File: src/rtl/valve_pkg.sv
package valve_pkg;

  // ==========================================================
  // register map
  localparam logic [7:0] MODE_OFFSET = 8'h00;
  localparam logic [7:0] CONFIG_OFFSET = 8'h04;
  localparam logic [7:0] SETPOINT_OFFSET = 8'h08;
  localparam logic [7:0] STATUS_OFFSET = 8'h0C;

  // ==========================================================
  // field positions
  localparam int MODE_LSB = 0;
  localparam int DRIVE_LSB = 0;
  localparam int SENSOR_LSB = 4;
  localparam int TREAT_LSB = 8;
  localparam int SP_VALUE_LSB = 0;
  localparam int SP_GOOD_BIT = 8;
  localparam int ST_RETURNED_LSB = 0;
  localparam int ST_POSITION_LSB = 8;
  localparam int ST_PILOT_BIT = 12;
  localparam int ST_MODE_LSB = 16;
  localparam int ST_REFUSED_BIT = 20;
  localparam int ST_MONITOR_BIT = 21;
  localparam int ST_CONTACT_LSB = 24;

  // ==========================================================
  // settings and decoded states
  typedef enum logic [1:0] {MODE_OOS, MODE_AUTO, MODE_MANUAL} mode_t;
  typedef enum logic [1:0] {
    DRIVE_UNDEFINED, DRIVE_SELF_OPENING, DRIVE_SELF_CLOSING
  } drive_t;
  typedef enum logic [2:0] {
    SENSE_NONE, SENSE_RAW, SENSE_OPT_A, SENSE_OPT_B, SENSE_OPT_C, SENSE_OPT_D
  } sensor_t;
  typedef enum logic [2:0] {
    TREAT_CODED, TREAT_EXTENDED, TREAT_INTER_CLOSED, TREAT_INTER_OPEN,
    TREAT_INTER_NEXT, TREAT_INTER_LAST
  } treatment_t;
  typedef enum logic [1:0] {
    POS_CLOSED, POS_INTER, POS_OPEN, POS_UNCERTAIN
  } position_t;

  typedef struct packed {
    drive_t drive;
    sensor_t sensor;
    treatment_t treatment;
  } config_t;

  typedef struct packed {
    logic [7:0] value;
    logic good;
  } setpoint_t;

  // ==========================================================
  // reset values and returned codes
  localparam mode_t MODE_RESET = MODE_OOS;
  localparam config_t CONFIG_RESET = '{DRIVE_UNDEFINED, SENSE_NONE,
                                       TREAT_INTER_LAST};
  localparam setpoint_t SETPOINT_RESET = '{8'h00, 1'b0};
  localparam logic [2:0] SENSOR_MAX = 3'h5;
  localparam logic [2:0] TREAT_MAX = 3'h5;
  localparam logic [7:0] CODE_UNKNOWN = 8'h00;
  localparam logic [7:0] CODE_CLOSED = 8'h01;
  localparam logic [7:0] CODE_OPEN = 8'h02;
  localparam logic [7:0] CODE_INTER_OPENING = 8'h03;
  localparam logic [7:0] CODE_INTER_CLOSING = 8'h04;
  localparam logic [7:0] BIN_CLOSED = 8'h00;
  localparam logic [7:0] BIN_OPEN = 8'h01;

endpackage : valve_pkg

File: src/rtl/contact_pattern_decoder.sv
module contact_pattern_decoder
  import valve_pkg::*;
(
  input wire logic [1:0] contacts_in,
  input wire sensor_t sensor_in,
  output position_t position_out
);

  logic [1:0] pattern;

  // ==========================================================
  // pattern is written A then B
  always_comb begin
    pattern = {contacts_in[0], contacts_in[1]};
    position_out = POS_UNCERTAIN;
    unique case (sensor_in)
      SENSE_OPT_A: begin
        unique case (pattern)
          2'h1: position_out = POS_CLOSED;
          2'h0: position_out = POS_INTER;
          2'h2: position_out = POS_OPEN;
          2'h3: position_out = POS_UNCERTAIN;
        endcase
      end
      SENSE_OPT_B: begin
        unique case (pattern)
          2'h2: position_out = POS_CLOSED;
          2'h3: position_out = POS_INTER;
          2'h1: position_out = POS_OPEN;
          2'h0: position_out = POS_UNCERTAIN;
        endcase
      end
      SENSE_OPT_C: begin
        unique case (pattern)
          2'h2: position_out = POS_CLOSED;
          2'h0: position_out = POS_INTER;
          2'h1: position_out = POS_OPEN;
          2'h3: position_out = POS_UNCERTAIN;
        endcase
      end
      SENSE_OPT_D: begin
        unique case (pattern)
          2'h1: position_out = POS_CLOSED;
          2'h3: position_out = POS_INTER;
          2'h2: position_out = POS_OPEN;
          2'h0: position_out = POS_UNCERTAIN;
        endcase
      end
      default: position_out = POS_UNCERTAIN;
    endcase
  end

endmodule : contact_pattern_decoder

File: src/rtl/valve_position_feedback_decoder.sv
// Notes on behaviour
// - drive design: undefined, self-opening, self-closing
// - undefined drive design keeps channel out of service
// - drive design writable only in out-of-service target
// - drive design decides pilot valve energising
// - sensor usage, treatment writable only out of service
// - no detection returns commanded reference value
// - raw mode: contact A bit 0, B bit 1
// - high contact current reads as logic one
// - options A and B contact decoding tables
// - options C and D contact decoding tables
// - monitoring features only with options A to D
// - six treatments, intermediate-last is the default
// - coded: 1 closed, 2 open, 3 intermediate
// - extended: 3 opening, 4 closing intermediate
// - direction follows command, not sensed travel
// - binary: 0 closed, 1 open, fixed intermediate
// - next: intermediate shows the target position
// - last: intermediate shows the starting position
// - reference zero closed, 1 to 255 open
// - only good reference adopted, bad de-energises pilot
// - out of service: pilot off, default target mode
//
// Decided for this implementation: the address-and-strobe port and the placing of the registers.
module valve_position_feedback_decoder
  import valve_pkg::*;
(
  input wire logic clock_in,
  input wire logic reset_in,
  input wire logic [7:0] address_in,
  input wire logic [31:0] write_data_in,
  input wire logic write_strobe_in,
  input wire logic read_strobe_in,
  output logic [31:0] read_data_out,
  input wire logic contact_a_in,
  input wire logic contact_b_in,
  output logic pilot_valve_out,
  output logic [7:0] returned_position_value_out,
  output mode_t actual_mode_out,
  output logic monitoring_available_out
);

  // ==========================================================
  // contact synchronisers
  logic [1:0] contact_sync1_reg;
  logic [1:0] contact_sync2_reg;

  always_ff @(posedge clock_in) begin
    if (reset_in) begin
      contact_sync1_reg <= 2'h0;
      contact_sync2_reg <= 2'h0;
    end else begin
      // high current arrives as one, taken as logic one
      contact_sync1_reg <= {contact_b_in, contact_a_in};
      contact_sync2_reg <= contact_sync1_reg;
    end
  end

  // ==========================================================
  // software registers
  mode_t target_mode_reg;
  mode_t target_mode_next;
  config_t config_reg;
  config_t config_next;
  setpoint_t setpoint_reg;
  setpoint_t setpoint_next;
  logic [7:0] adopted_reg;
  logic [7:0] adopted_next;
  logic refused_reg;
  logic refused_next;

  logic mode_write;
  logic config_write;
  logic setpoint_write;
  logic status_read;
  logic mode_legal;
  logic config_legal;
  logic config_refused;
  position_t position;

  contact_pattern_decoder decoder_inst (
    .contacts_in(contact_sync2_reg),
    .sensor_in(config_reg.sensor),
    .position_out(position)
  );

  always_comb begin
    mode_write = write_strobe_in && (address_in == MODE_OFFSET);
    config_write = write_strobe_in && (address_in == CONFIG_OFFSET);
    setpoint_write = write_strobe_in && (address_in == SETPOINT_OFFSET);
    status_read = read_strobe_in && (address_in == STATUS_OFFSET);
    mode_legal = write_data_in[MODE_LSB +: 2] != 2'h3;
    config_legal = (write_data_in[DRIVE_LSB +: 2] != 2'h3) &&
                   (write_data_in[SENSOR_LSB +: 3] <= SENSOR_MAX) &&
                   (write_data_in[TREAT_LSB +: 3] <= TREAT_MAX);
    config_refused = config_write &&
                     ((target_mode_reg != MODE_OOS) || !config_legal);

    target_mode_next = target_mode_reg;
    config_next = config_reg;
    setpoint_next = setpoint_reg;
    adopted_next = adopted_reg;
    refused_next = refused_reg;

    if (mode_write && mode_legal) begin
      target_mode_next = mode_t'(write_data_in[MODE_LSB +: 2]);
    end
    // settings change only while the target mode is out of service
    if (config_write && !config_refused) begin
      config_next.drive = drive_t'(write_data_in[DRIVE_LSB +: 2]);
      config_next.sensor = sensor_t'(write_data_in[SENSOR_LSB +: 3]);
      config_next.treatment =
        treatment_t'(write_data_in[TREAT_LSB +: 3]);
    end
    if (setpoint_write) begin
      setpoint_next.value = write_data_in[SP_VALUE_LSB +: 8];
      setpoint_next.good = write_data_in[SP_GOOD_BIT];
      if (write_data_in[SP_GOOD_BIT]) begin
        adopted_next = write_data_in[SP_VALUE_LSB +: 8];
      end
    end
    // a refusal in the clearing read still leaves the flag set
    if (status_read) begin
      refused_next = 1'b0;
    end
    if (config_refused) begin
      refused_next = 1'b1;
    end
  end

  always_ff @(posedge clock_in) begin
    if (reset_in) begin
      target_mode_reg <= MODE_RESET;
      config_reg <= CONFIG_RESET;
      setpoint_reg <= SETPOINT_RESET;
      adopted_reg <= 8'h00;
      refused_reg <= 1'b0;
    end else begin
      target_mode_reg <= target_mode_next;
      config_reg <= config_next;
      setpoint_reg <= setpoint_next;
      adopted_reg <= adopted_next;
      refused_reg <= refused_next;
    end
  end

  // ==========================================================
  // mode, pilot valve and returned value
  mode_t actual_mode_next;
  logic pilot_next;
  logic [7:0] returned_next;
  logic monitor_next;
  logic command_open;
  logic decoding;

  always_comb begin
    command_open = adopted_reg != 8'h00;
    decoding = config_reg.sensor inside {SENSE_OPT_A, SENSE_OPT_B,
                                         SENSE_OPT_C, SENSE_OPT_D};
    monitor_next = decoding;

    actual_mode_next = target_mode_reg;
    if (config_reg.drive == DRIVE_UNDEFINED) begin
      actual_mode_next = MODE_OOS;
    end

    // self-opening opens unpowered, so it is energised to close
    pilot_next = 1'b0;
    if (actual_mode_next != MODE_OOS && setpoint_reg.good) begin
      pilot_next = (setpoint_reg.value != 8'h00) ^
                   (config_reg.drive == DRIVE_SELF_OPENING);
    end

    returned_next = CODE_UNKNOWN;
    unique case (config_reg.sensor)
      SENSE_NONE: returned_next = adopted_reg;
      SENSE_RAW: returned_next = {6'h00, contact_sync2_reg};
      default: begin
        // direction comes from the command, not from the contacts
        unique case (config_reg.treatment)
          TREAT_CODED: begin
            unique case (position)
              POS_CLOSED: returned_next = CODE_CLOSED;
              POS_OPEN: returned_next = CODE_OPEN;
              POS_INTER: returned_next = CODE_INTER_OPENING;
              POS_UNCERTAIN: returned_next = CODE_UNKNOWN;
            endcase
          end
          TREAT_EXTENDED: begin
            unique case (position)
              POS_CLOSED: returned_next = CODE_CLOSED;
              POS_OPEN: returned_next = CODE_OPEN;
              POS_INTER: returned_next = command_open ?
                CODE_INTER_OPENING : CODE_INTER_CLOSING;
              POS_UNCERTAIN: returned_next = CODE_UNKNOWN;
            endcase
          end
          default: begin
            unique case (position)
              POS_OPEN: returned_next = BIN_OPEN;
              POS_INTER: begin
                unique case (config_reg.treatment)
                  TREAT_INTER_OPEN: returned_next = BIN_OPEN;
                  TREAT_INTER_NEXT: returned_next = command_open ?
                    BIN_OPEN : BIN_CLOSED;
                  TREAT_INTER_LAST: returned_next = command_open ?
                    BIN_CLOSED : BIN_OPEN;
                  default: returned_next = BIN_CLOSED;
                endcase
              end
              default: returned_next = BIN_CLOSED;
            endcase
          end
        endcase
      end
    endcase
  end

  logic pilot_reg;
  logic [7:0] returned_reg;
  mode_t actual_mode_reg;
  logic monitor_reg;

  always_ff @(posedge clock_in) begin
    if (reset_in) begin
      pilot_reg <= 1'b0;
      returned_reg <= CODE_UNKNOWN;
      actual_mode_reg <= MODE_OOS;
      monitor_reg <= 1'b0;
    end else begin
      pilot_reg <= pilot_next;
      returned_reg <= returned_next;
      actual_mode_reg <= actual_mode_next;
      monitor_reg <= monitor_next;
    end
  end

  assign pilot_valve_out = pilot_reg;
  assign returned_position_value_out = returned_reg;
  assign actual_mode_out = actual_mode_reg;
  assign monitoring_available_out = monitor_reg;

  // ==========================================================
  // read port
  logic [31:0] read_data_reg;
  logic [31:0] read_data_next;

  always_comb begin
    read_data_next = 32'h0000_0000;
    if (read_strobe_in) begin
      unique case (address_in)
        MODE_OFFSET: read_data_next[MODE_LSB +: 2] = target_mode_reg;
        CONFIG_OFFSET: begin
          read_data_next[DRIVE_LSB +: 2] = config_reg.drive;
          read_data_next[SENSOR_LSB +: 3] = config_reg.sensor;
          read_data_next[TREAT_LSB +: 3] = config_reg.treatment;
        end
        SETPOINT_OFFSET: begin
          read_data_next[SP_VALUE_LSB +: 8] = setpoint_reg.value;
          read_data_next[SP_GOOD_BIT] = setpoint_reg.good;
        end
        STATUS_OFFSET: begin
          read_data_next[ST_RETURNED_LSB +: 8] = returned_reg;
          read_data_next[ST_POSITION_LSB +: 2] = position;
          read_data_next[ST_PILOT_BIT] = pilot_reg;
          read_data_next[ST_MODE_LSB +: 2] = actual_mode_reg;
          read_data_next[ST_REFUSED_BIT] = refused_reg;
          read_data_next[ST_MONITOR_BIT] = monitor_reg;
          read_data_next[ST_CONTACT_LSB +: 2] = contact_sync2_reg;
        end
        default: read_data_next = 32'h0000_0000;
      endcase
    end
  end

  always_ff @(posedge clock_in) begin
    if (reset_in) begin
      read_data_reg <= 32'h0000_0000;
    end else begin
      read_data_reg <= read_data_next;
    end
  end

  assign read_data_out = read_data_reg;
endmodule : valve_position_feedback_decoder

File: config.mk
export PLATFORM = sky130hd
export DESIGN_NAME = valve_position_feedback_decoder
export DESIGN_NICKNAME = d
export VERILOG_FILES = /design/src/rtl/valve_pkg.sv /design/src/rtl/contact_pattern_decoder.sv /design/src/rtl/valve_position_feedback_decoder.sv
export SDC_FILE = /design/constraint.sdc
export NUM_CORES = 1
export LEC_CHECK = 0
export BUFFER_PORTS_ARGS = -buffer_cell sky130_fd_sc_hd__clkbuf_2
export CORE_MARGIN = 2
export CORE_UTILIZATION = 40
export DETAILED_ROUTE_END_ITERATION = 10
export HOLD_SLACK_MARGIN = 0.03
export PLACE_DENSITY = 0.78
export SLEW_MARGIN = 0
export SYNTH_ARGS = -nofsm -noshare
export SYNTH_HDL_FRONTEND = slang
export SYNTH_SLANG_ARGS = --single-unit
export TNS_END_PERCENT = 5
File: constraint.sdc
create_clock -name clock_in -period 2.9 [get_ports clock_in]
set_input_delay 0 -clock clock_in [delete_from_list [all_inputs] [get_ports clock_in]]
set_output_delay 0 -clock clock_in [all_outputs]
set_load 0.005 [all_outputs]
==> metrics.md <==
| Metric | Value |
|---|---|
| Status | finished clean |
| RSZ-0062 raised after global routing | no |
| Largest net degree at the start of global routing | 30 |
| Vias per std cell | 5.31 |
| Top cells by area, synth | dfxtp_1 45%, mux2i_1 6.9%, nor2_1 4.8% |
| Cell repeated most along the worst path | ha_1 |
| Pwr Density | between 500 and 600 nW/um^2 |
| Avg Inst Size Synth | around 9.3 um^2 |
| Die W | about 87 um |
| Row cnt | 30 |
| Setup violations, final | 0 |
| Number of port buffers | 54 |
| M1 wire length | roughly 2900 um |
| Placed inst area | approximately 3000 um^2 |
| Root Buffer | clkbuf_8 |
| Total global-route track usage | around 18% |
| Yosys warns | 0 |
| Area leader, netlist | dfxtp_1 |
| Fraction of layout cells with a size suffix above 1 | 23.6% |
| Antenna-violating nets left | 0 |
| Met2 routed WL | between 2000 and 3000 um |
| Initial antenna violation count | 0 |
| Seq cells post-synth | 62 |
| CTS H-tree lvls | 3 |
| Fmax | approximately 0.38 GHz |
| Vias in the first global route | ~2200 |
| Num CTS Buffers | 9 |
| Drc violations | 0 |
| Final hold violation count | 0 |
| Gr ovfl total | 0 |
| Startpoint types | flip-flop |
| First-pass GRT wire length | between 10000 and 15000 um |
| First-pass detailed-route iteration total | 4 |
| Largest register FFs | 18 |
| Core Box Area | 6720 um^2 |
| Tcrit/Tclk final | around nine tenths |
| Vias | 2361 |
| CTS sink count | just over 60 |
| Die Y | around 87 um |
| Mapped Cells | 294 |
| Worst path slowest cell | nor4_1 |
| Crit Path Class | flip-flop to flip-flop |
| Detailed router's first-iteration violation count | roughly 180 |
| Detailed Route WL | about 6500 um |
| Worst EP required | ~3.2 ns |
| Layout Cells excl Fill | 445 |
| Nature of the critical path endpoint | flip-flop |
| Hold Slack | approximately 0.060 ns |
| Fillcell total | 624 |
| FFs w/ async S/R, synth | 0% |
| Final net count | 413 |
| Yosys cell types | 47 |
| Clock latency on the worst-skew pair | around 0.35 ns |
| CTS tree | done |
| Routed wire per std cell | around 15 um |
| Maximum VDD drop | ~0.25 mV |
| Post-route setup TNS | 0 ns |
| Placer Congestion | 0.943 |
| Die Area | between 7000 and 8000 um^2 |
| Design Area, Final | between 3000 and 4000 um^2 |
| Post CTS Setup Buffer Count | 0 |
| DR top layer | met4 |
| Slew Limit Fails | 0 |
| Critical path arrival | 2.90 ns |
| Max Buffers Root-to-Sink | 2 |
| Worst-Margin Slew | ~0.68 ns |
| Crit Path Max Fanout | 5 |
| Top-Level Pins | 90 |
| Max-cap violation count | 0 |
| P_leak | about 0.0015 uW |
| Post-Syn Area | approximately 2700 um^2 |
| Slew HR | 54.6% |
| Number of synthesized flops with an enable pin | 0 |
| Clock slew at reported path FFs | ~0.07 ns |
| Post-Place Cells | 415 |
| Ys flop type | dfxtp_1 |
| Sequential area share after synthesis | approximately 45% |
| Area growth, synth to finish | 23.8% |
| Ant diodes | 0 |
| Final Critical Period | between 2 and 3 ns |
| Cell chain of the critical path | inv_1 -> ha_1 -> or3_1 -> a21o_1 -> and2_1 -> ha_1 -> nor4_1 -> a21oi_1 -> o32ai_1 |
| DR WL met3 | roughly 450 um |
| Slowest stage delay, CP | 0.39 ns |
| Skew final | between 0.009 and 0.01 ns |
| Hold WC Path Type | input port to flip-flop |
| Synth top area share | 45.3% |
| Detailed placement HPWL | around 4700 um |
| Initial Util | roughly two fifths |
what timing repair did:
item,in CTS,in global routing
hold buffers,14,0
endpoints found under the hold margin,31,0
endpoints found under the setup margin,0,1
gates resized for setup,0,2
layer usage:
metal | up-vias | track usage (%)
met5 | - | 0
met4 | 0 | 10.2
met3 | 17 | 4.76
met2 | 95 | 28.1
met1 | 1105 | 23.1
li1 | 1144 | -
stage by stage:
step | util (%) | setup WS, ns | total power, uW
finish | 50.5 | 0.259 | 1820
global route | 50.5 | 0.0678 | 1870
CTS | 50.3 | 0.242 | 1820
detailed placement | 44.8 | 0.260 | 956
global placement | 44.8 | 0.344 | 954
floorplan | - | 0.529 | 934
synthesized netlist by cell type (10+ instances only):
| cell | count |
|---|---|
| nand3_1 | 13 |
| inv_1 | 10 |
| o21ai_0 | 13 |
| and2_1 | 13 |
| dfxtp_1 | 62 |
| nand2_1 | 13 |
| nor2_1 | 35 |
| a21oi_1 | 12 |
| mux2i_1 | 19 |
| buf_4 | 14 |
logic make-up (layout without fill, tap and decap cells):
kind of cell,after synthesis,after routing,synth area share (%)
compound gates,42,42,9.72
mux,26,26,10.6
simple gates,116,116,23.0
xor+xnor,2,2,0.639
flops,62,62,45.3
other cells,1,14,0.137
fa+ha+maj,7,7,3.19
buf+inv,38,96,7.39
final cells by class:
class	count	area, um^2	area share, %
Multi-Input combinational cell	207	1360	40.0
Sequential cell	62	1240	36.6
Clock inverter	6	92.6	2.73
Clock buffer	10	138	4.06
Tap cell	80	100	2.95
Inverter	10	37.5	1.11
Timing Repair Buffer	70	425	12.5
layout by cell type, fill, tap and decap left out, types with 13 or more instances in the layout:
| cell | synthesis | layout |
|---|---|---|
| and2_1 | 13 | 13 |
| clkbuf_2 | 0 | 54 |
| conb_1 | 1 | 14 |
| dfxtp_1 | 62 | 62 |
| dlygate4sd3_1 | 0 | 14 |
| mux2i_1 | 19 | 19 |
| nand2_1 | 13 | 13 |
| nand3_1 | 13 | 13 |
| nor2_1 | 35 | 35 |
| o21ai_0 | 13 | 13 |
worst max-delay path, delay by kind of cell, from the launching register on:
family / cells / cell delay, ns
buffers and inverters: 1 / 0.10
flip-flops: 1 / 0.37
adder cells (fa/ha/maj): 2 / 0.55
AND/OR/NAND/NOR: 3 / 0.90
AO/OA/AOI/OAI: 3 / 0.61
final timing paths:
kind / from / to / slack (ns) / cells after the start
max: contact_sync2_reg[1] / returned_position_value_out[0] / 0.26 / 9
min: read_strobe_in / refused_reg / 0.06 / 4
max reg2reg: contact_sync2_reg[1] / returned_position_value_out[0] / 0.26 / 9
min reg2reg: contact_sync1_reg[0] / contact_sync2_reg[0] / 0.44 / 1
report_power, final:
| group | internal [uW] | total (uW) | leakage [uW] | switching, uW |
|---|---|---|---|---|
| logic | 39.2 | 96.6 | 0.000919 | 57.5 |
| clock network | 511 | 870 | 0.000109 | 359 |
| registers | 854 | 856 | 0.000500 | 1.71 |
No activity file was read; power rests on OpenSTA's default activity.
